## src/design/rphe_pkg.sv

```systemverilog
// root port hot-plug event logic: shared constants
// assumes a 32-bit apb register bus with one word per register
package rphe_pkg;

    // ----------------------------------------
    // register byte addresses
    // ----------------------------------------
    localparam logic [7:0] RPHE_ADDR_SLOT_CTRL = 8'h00;
    localparam logic [7:0] RPHE_ADDR_SLOT_STAT = 8'h04;
    localparam logic [7:0] RPHE_ADDR_PORT_CFG = 8'h08;
    localparam logic [7:0] RPHE_ADDR_SMI_SCI = 8'h0C;

    // ----------------------------------------
    // field positions
    // ----------------------------------------
    // slot_control_reg
    localparam int RPHE_CTL_PRES_IE = 3;
    localparam int RPHE_CTL_HP_IE = 5;
    localparam int RPHE_CTL_LINK_IE = 12;
    // slot_status_reg
    localparam int RPHE_STS_PRES_CHG = 3;
    localparam int RPHE_STS_PRES_STATE = 6;
    localparam int RPHE_STS_LINK_CHG = 8;
    localparam int RPHE_STS_LINK_STATE = 13;
    // misc_port_config
    localparam int RPHE_CFG_SCI_EN = 0;
    localparam int RPHE_CFG_SMI_EN = 1;
    // smi_sci_status_reg
    localparam int RPHE_SS_SCI = 0;
    localparam int RPHE_SS_PRES_SMI = 1;
    localparam int RPHE_SS_LINK_SMI = 2;

    // ----------------------------------------
    // sticky flag vector layout
    // ----------------------------------------
    localparam int RPHE_NFLAG = 5;
    localparam int RPHE_F_PRES_CHG = 0;
    localparam int RPHE_F_LINK_CHG = 1;
    localparam int RPHE_F_SCI = 2;
    localparam int RPHE_F_PRES_SMI = 3;
    localparam int RPHE_F_LINK_SMI = 4;

    // ----------------------------------------
    // reset values
    // ----------------------------------------
    localparam logic [RPHE_NFLAG-1:0] RPHE_FLAG_RST = 5'h00;
    localparam logic [31:0] RPHE_WORD_ZERO = 32'h00000000;
    localparam logic [2:0] RPHE_SYNC_RST = 3'h0;

endpackage : rphe_pkg

```

## src/design/rphe_evt_if.sv

```systemverilog
// root port hot-plug event logic: carrier between sensor and core
// assumes both ends run on the same port clock
`timescale 1ns/1ps
`default_nettype none
interface rphe_evt_if;
    logic presence_state;
    logic presence_change;
    logic link_active;
    logic link_change;

    // sensor drives, core consumes
    modport src (output presence_state, output presence_change,
                 output link_active, output link_change);
    modport dst (input presence_state, input presence_change,
                 input link_active, input link_change);
endinterface : rphe_evt_if
`default_nettype wire

```

## src/design/rphe_event_sense.sv

```systemverilog
// root port hot-plug event logic: presence and link-active sensing
// assumes presence comes from an async pin, link-active from same-clock logic
`timescale 1ns/1ps
`default_nettype none
module rphe_event_sense
    import rphe_pkg::*;
(
    input wire logic clk_sys,
    input wire logic sys_rst,
    input wire logic clk_en,
    input wire logic presence_pin,
    input wire logic link_active_in,
    rphe_evt_if.src evt
);

    logic [2:0] sync;
    logic pres_stable;
    logic link_prev;
    logic pres_agree;

    // ----------------------------------------
    // presence filter
    // ----------------------------------------
    // second and third stages must agree; first stage feeds only the second
    assign pres_agree = (sync[1] == sync[2]);

    // three-stage capture, stable value follows agreement
    always_ff @(posedge clk_sys or posedge sys_rst) begin
        if (sys_rst) begin
            sync <= RPHE_SYNC_RST;
            pres_stable <= 1'b0;
            link_prev <= 1'b0;
            evt.presence_state <= 1'b0;
            evt.presence_change <= 1'b0;
            evt.link_active <= 1'b0;
            evt.link_change <= 1'b0;
        end else if (clk_en) begin
            sync <= {sync[1:0], presence_pin};
            if (pres_agree) begin
                pres_stable <= sync[2];
            end
            link_prev <= link_active_in;
            evt.presence_state <= pres_stable;
            // one pulse per insertion or removal
            evt.presence_change <= pres_agree && (sync[2] != pres_stable);
            evt.link_active <= link_prev;
            // link layer is on this clock, no filter needed
            evt.link_change <= (link_active_in != link_prev);
        end
    end

endmodule : rphe_event_sense
`default_nettype wire

```

## src/design/rphe_hotplug.sv

```systemverilog
// root port hot-plug event logic: apb registers, sticky status, outputs
// assumes an apb master on clk_sys and a slot presence pin from the phy
//
// Behaviour
// - insertion sets presence state and changed
// - port interrupt needs both enables set
// - removal clears state, sets changed flag
// - link-active change is also hot-plug event
// - sci enable lets enabled events set sci
// - smi enable lets events set smi flags
// - any smi flag drives smi output
// - smi flags ignore interrupt and sci enables
`timescale 1ns/1ps
`default_nettype none
module rphe_hotplug
    import rphe_pkg::*;
(
    input wire logic clk_sys,
    input wire logic sys_rst,
    input wire logic clk_en,
    // apb slave
    input wire logic psel,
    input wire logic penable,
    input wire logic pwrite,
    input wire logic [7:0] paddr,
    input wire logic [31:0] pwdata,
    output logic [31:0] prdata,
    output logic pready,
    output logic pslverr,
    // slot side
    input wire logic presence_pin,
    input wire logic link_active_in,
    // platform side
    output logic port_irq,
    output logic sci,
    output logic system_management_interrupt
);

    rphe_evt_if evt();

    // ----------------------------------------
    // event sensing
    // ----------------------------------------
    rphe_event_sense u_sense (
        .clk_sys(clk_sys),
        .sys_rst(sys_rst),
        .clk_en(clk_en),
        .presence_pin(presence_pin),
        .link_active_in(link_active_in),
        .evt(evt)
    );

    // ----------------------------------------
    // control state
    // ----------------------------------------
    logic presence_change_irq_enable;
    logic hotplug_irq_enable;
    logic link_change_irq_enable;
    logic hotplug_sci_enable;
    logic hotplug_smi_enable;
    logic [RPHE_NFLAG-1:0] flags;
    logic [RPHE_NFLAG-1:0] next_flags;
    logic [RPHE_NFLAG-1:0] flag_set;
    logic [RPHE_NFLAG-1:0] flag_clr;

    // ----------------------------------------
    // bus decode
    // ----------------------------------------
    logic setup_ph;
    logic wr_done;
    logic hit_ctl;
    logic hit_sts;
    logic hit_cfg;
    logic hit_ss;
    logic hit_any;
    logic [31:0] rd_word;
    logic [31:0] ctl_word;
    logic [31:0] sts_word;
    logic [31:0] cfg_word;
    logic [31:0] ss_word;

    // setup phase samples data; the access phase then lasts one cycle
    assign setup_ph = psel && !penable;
    assign wr_done = psel && penable && pready && pwrite;
    assign hit_ctl = (paddr == RPHE_ADDR_SLOT_CTRL);
    assign hit_sts = (paddr == RPHE_ADDR_SLOT_STAT);
    assign hit_cfg = (paddr == RPHE_ADDR_PORT_CFG);
    assign hit_ss = (paddr == RPHE_ADDR_SMI_SCI);
    assign hit_any = hit_ctl || hit_sts || hit_cfg || hit_ss;

    // ----------------------------------------
    // read words
    // ----------------------------------------
    // unlisted bits read as zero
    always_comb begin
        ctl_word = RPHE_WORD_ZERO;
        sts_word = RPHE_WORD_ZERO;
        cfg_word = RPHE_WORD_ZERO;
        ss_word = RPHE_WORD_ZERO;
        ctl_word[RPHE_CTL_PRES_IE] = presence_change_irq_enable;
        ctl_word[RPHE_CTL_HP_IE] = hotplug_irq_enable;
        ctl_word[RPHE_CTL_LINK_IE] = link_change_irq_enable;
        sts_word[RPHE_STS_PRES_CHG] = flags[RPHE_F_PRES_CHG];
        sts_word[RPHE_STS_PRES_STATE] = evt.presence_state;
        sts_word[RPHE_STS_LINK_CHG] = flags[RPHE_F_LINK_CHG];
        sts_word[RPHE_STS_LINK_STATE] = evt.link_active;
        cfg_word[RPHE_CFG_SCI_EN] = hotplug_sci_enable;
        cfg_word[RPHE_CFG_SMI_EN] = hotplug_smi_enable;
        ss_word[RPHE_SS_SCI] = flags[RPHE_F_SCI];
        ss_word[RPHE_SS_PRES_SMI] = flags[RPHE_F_PRES_SMI];
        ss_word[RPHE_SS_LINK_SMI] = flags[RPHE_F_LINK_SMI];
    end

    // read mux, unmapped reads zero
    assign rd_word = hit_ctl ? ctl_word :
                     hit_sts ? sts_word :
                     hit_cfg ? cfg_word :
                     hit_ss ? ss_word : RPHE_WORD_ZERO;

    // ----------------------------------------
    // apb answer
    // ----------------------------------------
    // answer registered so every bus output is a flop
    always_ff @(posedge clk_sys or posedge sys_rst) begin
        if (sys_rst) begin
            pready <= 1'b0;
            pslverr <= 1'b0;
            prdata <= RPHE_WORD_ZERO;
        end else if (clk_en) begin
            pready <= setup_ph;
            pslverr <= setup_ph && !hit_any;
            if (setup_ph && !pwrite) begin
                prdata <= rd_word;
            end
        end
    end

    // ----------------------------------------
    // enable registers
    // ----------------------------------------
    // control and config bits are plain read/write
    always_ff @(posedge clk_sys or posedge sys_rst) begin
        if (sys_rst) begin
            presence_change_irq_enable <= 1'b0;
            hotplug_irq_enable <= 1'b0;
            link_change_irq_enable <= 1'b0;
            hotplug_sci_enable <= 1'b0;
            hotplug_smi_enable <= 1'b0;
        end else if (clk_en && wr_done) begin
            if (hit_ctl) begin
                presence_change_irq_enable <= pwdata[RPHE_CTL_PRES_IE];
                hotplug_irq_enable <= pwdata[RPHE_CTL_HP_IE];
                link_change_irq_enable <= pwdata[RPHE_CTL_LINK_IE];
            end
            if (hit_cfg) begin
                hotplug_sci_enable <= pwdata[RPHE_CFG_SCI_EN];
                hotplug_smi_enable <= pwdata[RPHE_CFG_SMI_EN];
            end
        end
    end

    // ----------------------------------------
    // flag set terms
    // ----------------------------------------
    logic pres_enabled;
    logic link_enabled;

    // an event counts as enabled when its slot interrupt enable is on
    assign pres_enabled = evt.presence_change && presence_change_irq_enable;
    assign link_enabled = evt.link_change && link_change_irq_enable;

    assign flag_set[RPHE_F_PRES_CHG] = evt.presence_change;
    assign flag_set[RPHE_F_LINK_CHG] = evt.link_change;
    assign flag_set[RPHE_F_SCI] = hotplug_sci_enable && (pres_enabled || link_enabled);
    // no interrupt or sci enable here
    assign flag_set[RPHE_F_PRES_SMI] = hotplug_smi_enable && evt.presence_change;
    assign flag_set[RPHE_F_LINK_SMI] = hotplug_smi_enable && evt.link_change;

    // ----------------------------------------
    // flag clear terms (write one to clear)
    // ----------------------------------------
    assign flag_clr[RPHE_F_PRES_CHG] = wr_done && hit_sts && pwdata[RPHE_STS_PRES_CHG];
    assign flag_clr[RPHE_F_LINK_CHG] = wr_done && hit_sts && pwdata[RPHE_STS_LINK_CHG];
    assign flag_clr[RPHE_F_SCI] = wr_done && hit_ss && pwdata[RPHE_SS_SCI];
    assign flag_clr[RPHE_F_PRES_SMI] = wr_done && hit_ss && pwdata[RPHE_SS_PRES_SMI];
    assign flag_clr[RPHE_F_LINK_SMI] = wr_done && hit_ss && pwdata[RPHE_SS_LINK_SMI];

    // ----------------------------------------
    // sticky flags
    // ----------------------------------------
    // a set in the clearing cycle wins so no event is lost
    genvar gi;
    generate
        for (gi = 0; gi < RPHE_NFLAG; gi++) begin : g_flag
            assign next_flags[gi] = (flags[gi] && !flag_clr[gi]) || flag_set[gi];
        end
    endgenerate

    always_ff @(posedge clk_sys or posedge sys_rst) begin
        if (sys_rst) begin
            flags <= RPHE_FLAG_RST;
        end else if (clk_en) begin
            flags <= next_flags;
        end
    end

    // ----------------------------------------
    // platform outputs
    // ----------------------------------------
    logic next_irq;
    logic next_sci;
    logic next_smi;

    // both enables gate the port interrupt
    assign next_irq = hotplug_irq_enable
        && ((next_flags[RPHE_F_PRES_CHG] && presence_change_irq_enable)
        || (next_flags[RPHE_F_LINK_CHG] && link_change_irq_enable));
    assign next_sci = next_flags[RPHE_F_SCI] && hotplug_sci_enable;
    assign next_smi = next_flags[RPHE_F_PRES_SMI] || next_flags[RPHE_F_LINK_SMI];

    // outputs stay levels until the flags are cleared or, for irq and sci, an enable gating them goes off
    always_ff @(posedge clk_sys or posedge sys_rst) begin
        if (sys_rst) begin
            port_irq <= 1'b0;
            sci <= 1'b0;
            system_management_interrupt <= 1'b0;
        end else if (clk_en) begin
            port_irq <= next_irq;
            sci <= next_sci;
            system_management_interrupt <= next_smi;
        end
    end

endmodule : rphe_hotplug
`default_nettype wire

```

## config.mk

```make
export PLATFORM = sky130hd
export DESIGN_NAME = rphe_hotplug
export DESIGN_NICKNAME = d
export VERILOG_FILES = /design/src/design/rphe_pkg.sv /design/src/design/rphe_evt_if.sv /design/src/design/rphe_event_sense.sv /design/src/design/rphe_hotplug.sv
export SDC_FILE = /design/constraint.sdc
export NUM_CORES = 1
export LEC_CHECK = 0
export BUFFER_PORTS_ARGS = -buffer_cell sky130_fd_sc_hd__clkbuf_2
export CAP_MARGIN = 20
export CORE_AREA = 2 2 62 88
export CTS_CLUSTER_SIZE = 30
export DETAILED_ROUTE_END_ITERATION = 8
export DIE_AREA = 0 0 64 90
export PLACE_DENSITY = 0.62
export SYNTH_ARGS = -nofsm -noshare
export SYNTH_HDL_FRONTEND = slang
export SYNTH_SLANG_ARGS = --single-unit
export TNS_END_PERCENT = 20
```

## constraint.sdc

```tcl
create_clock -name clk_sys -period 1.35 [get_ports clk_sys]
set_clock_uncertainty 0.1 [all_clocks]
set_input_delay 0.405 -clock clk_sys [delete_from_list [all_inputs] [get_ports clk_sys]]
set_output_delay 0.405 -clock clk_sys [all_outputs]
set_load 0.05 [all_outputs]
```

Yosys cells after proc, flatten, opt, wreduce, memory -nomap -nowiden
Index checks and enable logic that the tools add are counted.
{"block": "classes", "eq_ne": 6, "muxes": 4, "reduce_logical": 53}
{"cell": "1-bit logical AND", "count": 29}
{"cell": "14-bit 2-to-1 mux", "count": 2}
{"cell": "8-bit by 4-bit == test with 1-bit output (second input constant)", "count": 2}
{"cell": "1-bit logical OR", "count": 11}
{"cell": "8-bit by 3-bit == test with 1-bit output (second input constant)", "count": 1}
{"cell": "1-bit logical NOT", "count": 8}
{"cell": "8-bit logical NOT", "count": 1}
{"cell": "2-bit AND reduction", "count": 4}
{"cell": "3-bit 2-to-1 mux", "count": 2}
{"cell": "1-bit inequality test", "count": 2}
{"cell": "1-bit == test", "count": 1}
{"block": "word_totals", "reg_bits": 56, "inputBits": 48, "output_inout_bits": 37, "elab_cells": 82}

Longest topological paths before layout
Gate-level depths: netlist (run 1).
{"block": "logic_depth", "depth_word": 11, "mapped_depth": 5}

Modules after synthesis
From an unflattened synthesis (run 1), not the netlist that was laid out.
{"block": "hier_totals", "cells_unflattened": 162, "hier_area_um2": 1690.4}
{"mod": "rphe_hotplug", "n_inst": 1, "cells_each": 133, "area_each_um2": 1323.8}
{"mod": "rphe_event_sense", "n_inst": 1, "cells_each": 29, "area_each_um2": 366.6}

Worst setup path after synthesis (run 1)
OpenSTA, ideal clock, no wires.
{"block": "synth_timing", "path_type": "register to register", "start": "reg pready", "end": "reg hotplug_sci_enable", "arrival_ns": 1.658, "slack_ns": -0.533, "path_stages_with_launch": 5, "n_path_buf": 0, "synth_period_minus_slack_ns": 1.883, "cell_sequence": "dfrtp_1 -> and4_1 -> nand4_2 -> nor3b_2 -> mux2_2"}
{"block": "synth_between", "elab_chain_cells": 4}
{"element": "start: declaration", "line": "rphe_hotplug.sv:28", "rtl": "output logic pready,"}
{"element": "start signal: assignment", "line": "rphe_hotplug.sv:130", "rtl": "pready <= setup_ph;"}
{"element": "1-bit logical AND (2 in a row)", "line": "rphe_hotplug.sv:84", "rtl": "assign wr_done = psel && penable && pready && pwrite;"}
{"element": "1-bit logical AND", "line": "rphe_hotplug.sv:149", "rtl": "end else if (clk_en && wr_done) begin"}
{"element": "2-bit AND reduction (no line)"}
{"element": "end signal: assignment", "line": "rphe_hotplug.sv:156", "rtl": "hotplug_sci_enable <= pwdata[RPHE_CFG_SCI_EN];"}
{"element": "end: declaration", "line": "rphe_hotplug.sv:59", "rtl": "logic hotplug_sci_enable;"}
No other way between the ends.
A chain may end at the register's enable or synchronous reset.

Final worst setup path (run 1)
{"block": "layout_timing", "start": "in paddr[7]", "end": "reg system_management_interrupt"}
{"block": "layout_between", "elab_chain_cells": 7, "elab_cells_between_ends": 11}
{"element": "start: declaration", "line": "rphe_hotplug.sv:25", "rtl": "input wire logic [7:0] paddr,"}
{"element": "8-bit by 4-bit == test with 1-bit output *", "line": "rphe_hotplug.sv:88", "rtl": "assign hit_ss = (paddr == RPHE_ADDR_SMI_SCI);"}
{"element": "1-bit logical AND *", "line": "rphe_hotplug.sv:185, rphe_hotplug.sv:186"}
{"element": "1-bit logical AND, on equally long branches", "line": "rphe_hotplug.sv:185, rphe_hotplug.sv:186"}
{"element": "1-bit logical NOT", "line": "rphe_hotplug.sv:195", "rtl": "assign next_flags[gi] = (flags[gi] && !flag_clr[gi]) || flag_set[gi];"}
{"element": "1-bit logical AND", "line": "rphe_hotplug.sv:195"}
{"element": "1-bit logical OR", "line": "rphe_hotplug.sv:195"}
{"element": "1-bit logical OR *", "line": "rphe_hotplug.sv:219", "rtl": "assign next_smi = next_flags[RPHE_F_PRES_SMI] || next_flags[RPHE_F_LINK_SMI];"}
{"element": "end signal: assignment", "line": "rphe_hotplug.sv:230", "rtl": "system_management_interrupt <= next_smi;"}
{"element": "end: declaration", "line": "rphe_hotplug.sv:36", "rtl": "output logic system_management_interrupt"}
Mark *: on every way between the ends. The rest lies on a longest branch, timed or not.

==> results of run 1 <==
## per-layer routing
layer  global-route usage  share of wire  vias to the layer above
li1                     -              -                      657
met1                0.160           0.40                      630
met2                0.238           0.53                       44
met3               0.0275          0.042                        5
met4               0.0707          0.024                        0
met5                    0              0                        -
## layout by cell type (no fill, tap or decap), types with 2 or more instances in the layout
master	netlist	layout
a21oi_1	7	7
buf_4	23	17
buf_6	0	3
buf_8	0	13
clkbuf_1	2	2
clkbuf_2	0	20
clkbuf_8	0	6
conb_1	1	23
dfrtp_1	33	32
inv_1	6	6
mux2_2	11	9
mux2_4	0	2
mux2i_1	3	3
nand2_1	26	24
nand2b_1	2	2
nand3b_1	2	2
nor2_1	10	10
nor2b_1	3	3
o21ai_0	13	5
o21ai_1	2	6
o21ai_2	0	4
## synthesized netlist by cell type
cell type | n | area share
buf_1 | 1 | 0.0022
mux2_2 | 11 | 0.073
nor2_1 | 10 | 0.022
dfrtp_1 | 33 | 0.48
o221ai_1 | 1 | 0.0051
nand2b_1 | 2 | 0.0073
a22oi_1 | 1 | 0.0044
o21ai_0 | 13 | 0.038
mux2i_1 | 3 | 0.018
a32oi_1 | 1 | 0.0051
nor3_2 | 1 | 0.0059
conb_1 | 1 | 0.0022
buf_2 | 2 | 0.0059
o21ai_1 | 2 | 0.0059
and3b_1 | 1 | 0.0051
or3_1 | 1 | 0.0037
nand4b_1 | 1 | 0.0051
inv_1 | 6 | 0.013
buf_4 | 23 | 0.10
nand4_2 | 1 | 0.0073
nor4_4 | 1 | 0.012
clkbuf_1 | 2 | 0.0044
a221oi_2 | 1 | 0.0088
and4_1 | 1 | 0.0051
nand3b_1 | 2 | 0.0088
o2111ai_1 | 1 | 0.0051
a21oi_1 | 7 | 0.021
and2_1 | 2 | 0.0073
xnor2_1 | 1 | 0.0051
nand4_1 | 1 | 0.0037
nor3b_2 | 1 | 0.0073
a31o_2 | 1 | 0.0051
nand3_1 | 2 | 0.0059
nand2_1 | 26 | 0.057
nor2b_1 | 3 | 0.011
a41oi_1 | 1 | 0.0051
o22ai_1 | 2 | 0.0073
o41ai_1 | 1 | 0.0051
## area by class of cell
cell class | count | area, um2
fillers | 482 | 2640
repair buffers | 55 | 502
inverters | 6 | 22.5
well taps | 66 | 82.6
multi-input cells | 126 | 843
clock buffers | 8 | 90.1
flip-flops and latches | 33 | 827
## cells by family (layout without fill, tap and decap cells)
kind of cell / Yosys count / count (layout) / synth area share
flip-flops: 33 / 33 / 0.484
other: 1 / 23 / 0.00220
multiplexers: 14 / 14 / 0.0902
AND/OR/NAND/NOR: 56 / 56 / 0.175
XOR/XNOR: 1 / 1 / 0.00514
AO/OA/AOI/OAI: 32 / 32 / 0.116
buffers and inverters: 34 / 69 / 0.127
## what timing repair did
action / CTS / global route
hold endpoints to repair: 0 / 0
resized for setup: 46 / 24
pin swaps: 9 / 8
setup endpoints to repair: 35 / 37
hold buffers: 0 / 0
## worst min-delay path: stages
cell	delay [ps]
clkbuf_2	80
inv_1	80
buf_12	210
## per-stage QoR
| step | instances | worst slack, ps | hold WS, ps | utilization |
|---|---|---|---|---|
| after floorplan | 193 | -359 | 375 | - |
| after global placement | 286 | -536 | 338 | 0.407 |
| after detailed placement | 286 | -562 | 347 | 0.407 |
| after CTS | 294 | -229 | 38.1 | 0.460 |
| after global routing | 294 | -277 | 72.5 | 0.473 |
| final | 294 | -218 | 28.9 | 0.473 |
## path summary, 6_finish.rpt
check	startpoint	to	slack, ps	depth (start not counted)
worst max-delay path	paddr[7]	system_management_interrupt	-220	5
worst min-delay path	sys_rst	sci	30	3
worst max register to register	pready	system_management_interrupt	-190	4
worst min register to register	u_sense.sync[0]	u_sense.sync[1]	400	1
max in group asynchronous	sys_rst	pready	930	3
min in group clk_sys	pwdata[12]	link_change_irq_enable	260	2
## power by group through the flow
| stage | Combinational, W | Sequential (W) | Clock [W] |
|---|---|---|---|
| 5_1_grt | 0.000462 | 0.00112 | 0.000833 |
| 2_1_floorplan | 0.000322 | 0.00112 | 0 |
| 3_5_place_dp | 0.000400 | 0.00112 | 0 |
| 6_report | 0.000429 | 0.00111 | 0.000768 |
| 4_1_cts | 0.000423 | 0.00110 | 0.000786 |
| 3_3_place_gp | 0.000397 | 0.00112 | 0 |
==> key figures, run 1 <==
Placed design
  – HPWL Detailed: 2.75 mm
  – Placed Area: 2040 um2
  – Gpl congestion: 0.747
  – Port Buffers: 36

Floorplanning
  – Total core area: 5000 um2
  – Row count: 31
  – Initial core utilization: 0.341
  – Top Ports: 85
  – Die Span Y: 90 um
  – Die Footprint: 5760 um2
  – Die Wd: 64 um

Power and ir drop
  – P_leak: 1.10 nW
  – Worst VDD drop: 470 uV
  – Tot Pwr: 0.00230 W
  – Sequential Power Share: 0.480
  – Logic pwr share: 0.186
  – Clock share of power: 0.334
  – Power density over the cells: 972 nW/um2
  – Int Pwr: 0.00161 W
  – Switching power total: 0.000695 W
  – Sw Share: 0.302

STA
  – Fin crit period: 1570 ps
  – Setup TNS: -2170 ps
  – Final Max Tran Viols: 0
  – Final WS setup: -218 ps
  – Final worst-path cycle share: 1.16
  – Max Clk Rate: 638 MHz
  – RSZ-0062 raised after global routing: yes
  – Hold Vio Cnt, Final: 0
  – Final setup vio count: 27

Yosys
  – Syn_area_per_cell: 9.97 um2
  – Post-Synthesis Cell Area: 1710 um2
  – Synth warn: 0
  – Cells after synthesis: 171
  – Cell variety after synth: 38
  – Seq/Total Area, Yosys: 0.484
  – Number of synthesized register bits: 33

Flow run
  – Max-cap violations: 0

Clock tree
  – Level count of the clock H-tree: 2
  – Clock tree buffer depth: 2
  – CTS Sinks: 33
  – Skew-Pair Late Insertion Delay: 290 ps
  – TritonCTS Buffers: 5
  – Post-CTS Setup Inserts: 0
  – Root buffer cell: clkbuf_8
  – CTS tree: yes
  – Worst-path clk slew: 70 ps

Setup path
  – Delay-heaviest family, CP: simple AND/OR/NAND/NOR gates
  – CP max stage cell: nor4_4
  – Crit Path Class: primary input to flip-flop
  – Buf+Inv Stages, Crit Path: 1
  – Crit-path cells: buf_6, nor4_4, nand4_1, a221oi_2, a41oi_2
  – Crit path arrival time: 1630 ps
  – Required @ worst endpoint: 1410 ps
  – Setup crit end kind: flip-flop
  – CP max stage delay: 380 ps
  – Critical Path Fanout Max: 3
  – Startpoint Class: primary input

Detailed routing
  – Wire length per cell: 12.6 um
  – Post-route ant nets: 0
  – DRC violations left: 0
  – DRT Pass-1 Iters: 4
  – Detailed Route Iter0 Violations: 49
  – Vias per Instance: 4.54
  – Routed via count: 1336
  – Final wirelength: 3.71 mm

Status
  – Outcome: finished with violations
  – Failing checks: negative setup slack

Global routing
  – Vias in the first global route: 1301
  – Initial antenna violation count: 0
  – First-pass GRT wire length: 6.17 mm
  – Pin count of the biggest net entering global routing: 34
  – Global Route Usage Sum: 0.139
  – GRT overflow: 0

Final layout
  – Top reg by flops: prdata
  – N_diodes: 0
  – Layout cell share with drive strength beyond 1: 0.404
  – Max reg flops: 9
  – Nets@finish: 275
  – Top flop regs: prdata x9, flags x5, u_sense.sync x3
  – Final instance area: 2370 um2
  – Area growth from synthesis to layout: 38.8%

Worst hold path
  – Worst hold path class: primary input to async pin
(Power assumes the default switching activity.)
==> run 2: changes to the inputs <==
RECOVER_POWER = 100   (was unset)
==> run 2 against run 1 <==
The flow still finishes with violations (negative setup slack). Sequential cell count did not move. Combinational power is 1% lower. Core utilization is 0.30 points lower. Count of clock-buffer cells in the layout unchanged. Register-to-register slack about the same. Critical path type unchanged. Largest cell class unchanged. Largest power group unchanged.
==> key figures, run 2 (synthesis gave the netlist of run 1 again) <==
Setup path
  – Crit Path Class: primary input to flip-flop
  – Required @ worst endpoint: 1410 ps (about the same)
  – Critical Path Source: paddr[7]
  – Startpoint Class: primary input
  – Worst setup path end: system_management_interrupt
  – Critical Path Fanout Max: 3 (unchanged)
  – Reg2reg setup slack: -190 ps (about the same)
  – Setup crit end kind: flip-flop
  – Crit path arrival time: 1630 ps (about the same)
  – FF-to-FF path depth: 4 (unchanged)
  – R2r endpoint: system_management_interrupt
  – Crit Reg-Reg Startpoint: pready

Clock tree
  – Worst-path clk slew: 70 ps (about the same)
  – Level count of the clock H-tree: 2 (unchanged)
  – TritonCTS Buffers: 5 (unchanged)
  – CTS Sinks: 33 (unchanged)
  – Root buffer cell: clkbuf_8
  – Skew-Pair Late Insertion Delay: 290 ps (about the same)
  – Post-CTS Hold Buffers: 0 (unchanged)
  – Clock tree buffer depth: 2 (unchanged)
  – CTS tree: yes
  – Post-CTS Setup Inserts: 0 (unchanged)

Placed design
  – Placed Area: 2040 um2 (unchanged)
  – Gpl congestion: 0.747 (unchanged)
  – HPWL Detailed: 2.75 mm (unchanged)
  – Port Buffers: 36 (unchanged)

Detailed routing
  – Post-route ant nets: 0 (unchanged)
  – Vias per Instance: 4.54 (unchanged)
  – DRC violations left: 0 (unchanged)
  – Detailed Route Iter0 Violations: 49 (unchanged)
  – DRT Pass-1 Iters: 4 (unchanged)
  – Final wirelength: 3.71 mm (+0.11%)
  – Wire length per cell: 12.6 um (+0.11%)
  – Routed via count: 1336 (unchanged)

STA
  – RSZ-0062 raised after global routing: yes
  – Max Clk Rate: 638 MHz (unchanged)
  – Measured slew at the worst slew-check pin: 826 ps
  – Hold WS: 233 ps (+204 ps)
  – Setup TNS: -2170 ps (+0.0800 ps)
  – Final Max Tran Viols: 0 (unchanged)
  – Fin crit period: 1570 ps (unchanged)
  – Hold Vio Cnt, Final: 0 (unchanged)
  – Final WS setup: -218 ps (unchanged)
  – Final setup vio count: 27 (unchanged)
  – Slew headroom: 0.449
  – Final worst-path cycle share: 1.16 (unchanged)

Floorplanning
  – Die Span Y: 90 um (unchanged)
  – Row count: 31 (unchanged)
  – Total core area: 5000 um2 (unchanged)
  – Top Ports: 85 (unchanged)
  – Initial core utilization: 0.341 (unchanged)
  – Die Wd: 64 um (unchanged)
  – Die Footprint: 5760 um2 (unchanged)

Flow run
  – Max-cap violations: 0 (unchanged)

Final layout
  – Commonest non-fill, non-tap cell in the layout: dfrtp_1
  – Max reg flops: 9 (unchanged)
  – Layout cell share with drive strength beyond 1: 0.404 (unchanged)
  – Final instance area: 2350 um2 (-0.63%)
  – Area growth from synthesis to layout: 37.9%
  – Commonest cells after routing, fill and taps aside: dfrtp_1, nand2_1, conb_1, clkbuf_2, buf_4
  – Top flop regs: prdata x9, flags x5, u_sense.sync x3
  – Nets@finish: 275 (unchanged)
  – Top reg by flops: prdata
  – Fillcell total: 484 (+0.41%)
  – N_diodes: 0 (unchanged)

Status
  – Failing checks: negative setup slack
  – Outcome: finished with violations

Global routing
  – Global Route Usage Sum: 0.139 (unchanged)
  – GRT overflow: 0 (unchanged)
  – Initial antenna violation count: 0 (unchanged)
  – First-pass GRT wire length: 6.17 mm (unchanged)
  – Vias in the first global route: 1301 (unchanged)
  – Pin count of the biggest net entering global routing: 34 (unchanged)

Worst hold path
  – Worst hold path class: primary input to async pin

Power and ir drop
  – Power density over the cells: 976 nW/um2 (+0.38%)
  – Worst VDD drop: 470 uV (unchanged)
  – P_leak: 1.09 nW (-0.48%)
## run 2: changes by cell type in the layout (fill, tap and decap cells not counted)
cell,before,now
buf_12,1,0
clkbuf_2,20,21
## run 2: worst min-delay path by stage
stage | start | endpoint | slack (ps) | cells after the start
2_1_floorplan | u_sense.sync[0] | u_sense.sync[0] | 370 | 1
3_3_place_gp | sys_rst | system_management_interrupt | 340 | 3
3_5_place_dp | sys_rst | system_management_interrupt | 350 | 3
4_1_cts | sys_rst | system_management_interrupt | 40 | 3
5_1_grt | pwdata[1] | hotplug_smi_enable | 260 | 2
6_report | sys_rst | sci | 230 | 3
## run 2: worst max-delay path, cell delays in order
cell and delay [ps]:
buf_6 90, nor4_4 380, nand4_1 250, a221oi_2 360
a41oi_2 140
## run 2: metrics by stage
stage / instances / worst slack [ps] / util / total power, W
floorplan: 193 / -359 / - / 0.00144
global placement: 286 / -536 / 0.407 / 0.00152
detailed placement: 286 / -562 / 0.407 / 0.00152
CTS: 294 / -229 / 0.460 / 0.00231
global route: 294 / -277 / 0.470 / 0.00240
finish: 294 / -218 / 0.470 / 0.00230
## run 2: cell type report
class                           count  area (um2)  share of cell area
Clock buffer                        8        90.1              0.0383
Sequential cell                    33         827               0.352
Timing Repair Buffer               55         487               0.207
Tap cell                           66        82.6              0.0351
Multi-Input combinational cell    126         843               0.359
Inverter                            6        22.5             0.00957
## run 2: metal layers
metal | track usage | routed length [um]
met1 | 0.160 | 1480
met2 | 0.238 | 1980
met3 | 0.0275 | 157
met4 | 0.0707 | 90
met5 | 0 | 0
## run 2: timing repair
item / CTS / global route
resized for setup: 46 / 24
endpoints found under the setup margin: 35 / 37
pin swaps: 9 / 8
## run 2: where the power goes
part / internal, W / leakage (nW) / switching, W
registers: 0.00104 / 0.413 / 0.0000610
logic: 0.000141 / 0.635 / 0.000281
clock network: 0.000416 / 0.0455 / 0.000352
==> run 3: changes to the inputs <==
SETUP_SLACK_MARGIN = 0.15   (was unset)
==> run 3 against run 2 <==
The flow still finishes with violations (negative setup slack). Largest power group unchanged. Combinational power is 2% lower. Critical endpoint is now hotplug_sci_enable. Maximum frequency up 1.5%. Hold slack worse by 11 ps. Routed wire length is 0.48% lower. First-iteration DRC count fell by 41%. Count of clock-buffer cells in the layout down 3. Sequential share of layout area is 0.40 points higher. Sequential cell count unchanged. Critical path depth is 1 higher. Via count grew 1.6%.
==> key figures, run 3 (synthesis gave the netlist of run 1 again) <==
Clock tree
  – Root buffer cell: clkbuf_8
  – Level count of the clock H-tree: 2 (unchanged)
  – Clock tree buffer depth: 2 (unchanged)
  – CTS Sinks: 33 (unchanged)
  – TritonCTS Buffers: 5 (unchanged)
  – Post-CTS Hold Buffers: 0 (unchanged)
  – Skew-Pair Late Insertion Delay: 290 ps (about the same)
  – CTS tree: yes
  – Worst-path clk slew: 70 ps (about the same)

Placed design
  – HPWL Detailed: 2.82 mm (+2.4%)
  – Setup WS pre-CTS: -592 ps (-29.6 ps)
  – Gpl congestion: 0.746 (-0.13%)
  – Port Buffers: 36 (unchanged)
  – Placed Area: 2030 um2 (-0.37%)

STA
  – RSZ-0062 raised after global routing: yes
  – Slew headroom: 0.457 (+0.00721)
  – Fin crit period: 1550 ps (-22.5 ps)
  – Hold Vio Cnt, Final: 0 (unchanged)
  – Measured slew at the worst slew-check pin: 815 ps (-10.8 ps)
  – Final WS setup: -195 ps (+22.5 ps)
  – Final worst-path cycle share: 1.14 (-0.0166)
  – Final setup vio count: 21 (-22%)
  – Final Max Tran Viols: 0 (unchanged)
  – Max Clk Rate: 647 MHz (+1.5%)

Detailed routing
  – Final wirelength: 3.70 mm (-0.48%)
  – Routed via count: 1358 (+1.6%)
  – Post-route ant nets: 0 (unchanged)
  – Detailed Route Iter0 Violations: 29 (-41%)
  – Vias per Instance: 4.62 (+1.6%)
  – DRC violations left: 0 (unchanged)
  – DRT Pass-1 Iters: 6 (+2)
  – Wire length per cell: 12.6 um (-0.48%)

Final layout
  – Top flop regs: prdata x9, flags x5, u_sense.sync x3
  – Layout cell share with drive strength beyond 1: 0.412 (+0.00877)
  – N_diodes: 0 (unchanged)
  – Top reg by flops: prdata
  – Max reg flops: 9 (unchanged)
  – Area growth from synthesis to layout: 36.4%
  – Commonest cells after routing, fill and taps aside: dfrtp_1, nand2_1, conb_1, clkbuf_2, buf_4
  – Fillcell total: 492 (+1.7%)
  – Final instance area: 2330 um2 (-1.1%)
  – Nets@finish: 275 (unchanged)
  – Commonest non-fill, non-tap cell in the layout: dfrtp_1

Global routing
  – Initial antenna violation count: 0 (unchanged)
  – Vias in the first global route: 1299 (-0.15%)
  – First-pass GRT wire length: 6.05 mm (-1.9%)
  – GRT overflow: 0 (unchanged)
  – Global Route Usage Sum: 0.139 (+0.000448)
  – Pin count of the biggest net entering global routing: 34 (unchanged)

Power and ir drop
  – Switching power total: 0.000720 W (+3.7%)
  – Clock share of power: 0.326 (-0.008)
  – Logic pwr share: 0.183 (about the same)
  – Sequential Power Share: 0.491 (+0.009)
  – Power density over the cells: 969 nW/um2 (-0.75%)
  – P_leak: 1.07 nW (-1.8%)
  – Int Pwr: 0.00153 W (-4.3%)
  – Worst VDD drop: 549 uV (+17%)
  – Sw Share: 0.320 (+0.0171)

Setup path
  – Crit Path Class: primary input to flip-flop
  – Crit path arrival time: 1620 ps (about the same)
  – Required @ worst endpoint: 1420 ps (about the same)
  – Setup crit end kind: flip-flop
  – CP max stage cell: mux2_4
  – Startpoint Class: primary input
  – CP max stage delay: 320 ps (-60 ps)
  – Crit Reg-Reg Startpoint: pready
  – Critical Path Source: paddr[7]
  – Critical Path Fanout Max: 4 (+1)
  – Crit-path cells: buf_6, nor4_4, buf_4, nand4_4, nor3b_4, mux2_4
  – Buf+Inv Stages, Crit Path: 2 (+1)
  – Delay-heaviest family, CP: simple AND/OR/NAND/NOR gates

Floorplanning
  – Top Ports: 85 (unchanged)
  – Die Footprint: 5760 um2 (unchanged)
  – Row count: 31 (unchanged)
  – Total core area: 5000 um2 (unchanged)
  – Die Wd: 64 um (unchanged)
  – Die Span Y: 90 um (unchanged)
  – Initial core utilization: 0.341 (unchanged)

Status
  – Failing checks: negative setup slack
  – Outcome: finished with violations

Worst hold path
  – Worst hold path class: primary input to async pin

Flow run
  – Max-cap violations: 0 (unchanged)
run 3: cell count changes in the layout (fill, tap and decap cells not counted), sizes merged:
cell      previous run  this run
clkinv               0         2
clkbuf              30        28
clkinvlp             0         1
buf                 33        32
run 3: power groups by stage:
stage | Sequential [W] | Combinational, W | Clock, W
after floorplan | 0.00112 | 0.000322 | 0
after global placement | 0.00112 | 0.000397 | 0
after detailed placement | 0.00112 | 0.000402 | 0
after CTS | 0.00110 | 0.000418 | 0.000758
after global routing | 0.00111 | 0.000447 | 0.000790
final | 0.00111 | 0.000413 | 0.000735
run 3: tightest hold or removal path, stage by stage:
cell	delay (ps)
clkbuf_2	80
inv_1	40
clkbuf_2	620
run 3: metal layers:
layer | vias up | part of all wire | global-route usage
met5 | - | 0 | 0
met1 | 648 | 0.39 | 0.160
met2 | 44 | 0.53 | 0.224
met4 | 0 | 0.038 | 0.105
met3 | 9 | 0.040 | 0.0250
li1 | 657 | - | -
run 3: cell type report:
type / instances / area (um2) / area share
multi-input combinational: 126 / 845 / 0.363
tap: 66 / 82.6 / 0.0355
timing repair buffer: 55 / 463 / 0.199
clock buffer: 5 / 68.8 / 0.0296
clock inverter: 3 / 17.5 / 0.00753
sequential: 33 / 827 / 0.356
inverter: 6 / 22.5 / 0.00968
run 3: worst paths after layout:
check	endpoint	slack [ps]	cells past startpoint
hold reg to reg	u_sense.sync[0]	420	1
min in group clk_sys	u_sense.sync[0]	250	2
hold / removal	prdata[6]	220	3
setup / recovery	hotplug_sci_enable	-200	6
max in group asynchronous	pready	370	3
setup reg to reg	hotplug_sci_enable	-200	4
run 3: metrics by stage:
step / hold WS (ps) / total power, W / util / TNS [ps] / std cells
3_5_place_dp: 342 / 0.00152 / 0.406 / -11040 / 285
6_report: 223 / 0.00225 / 0.465 / -1520 / 294
4_1_cts: 26.2 / 0.00228 / 0.456 / -1850 / 294
2_1_floorplan: 375 / 0.00144 / - / -3140 / 193
3_3_place_gp: 340 / 0.00152 / 0.406 / -9710 / 285
5_1_grt: 248 / 0.00235 / 0.465 / -3020 / 294
run 3: what timing repair did:
item                                    in CTS  in global routing
buffers inserted                             1                  0
endpoints found under the setup margin      37                 37
pin swaps                                   11                  7
resized for setup                           39                 29
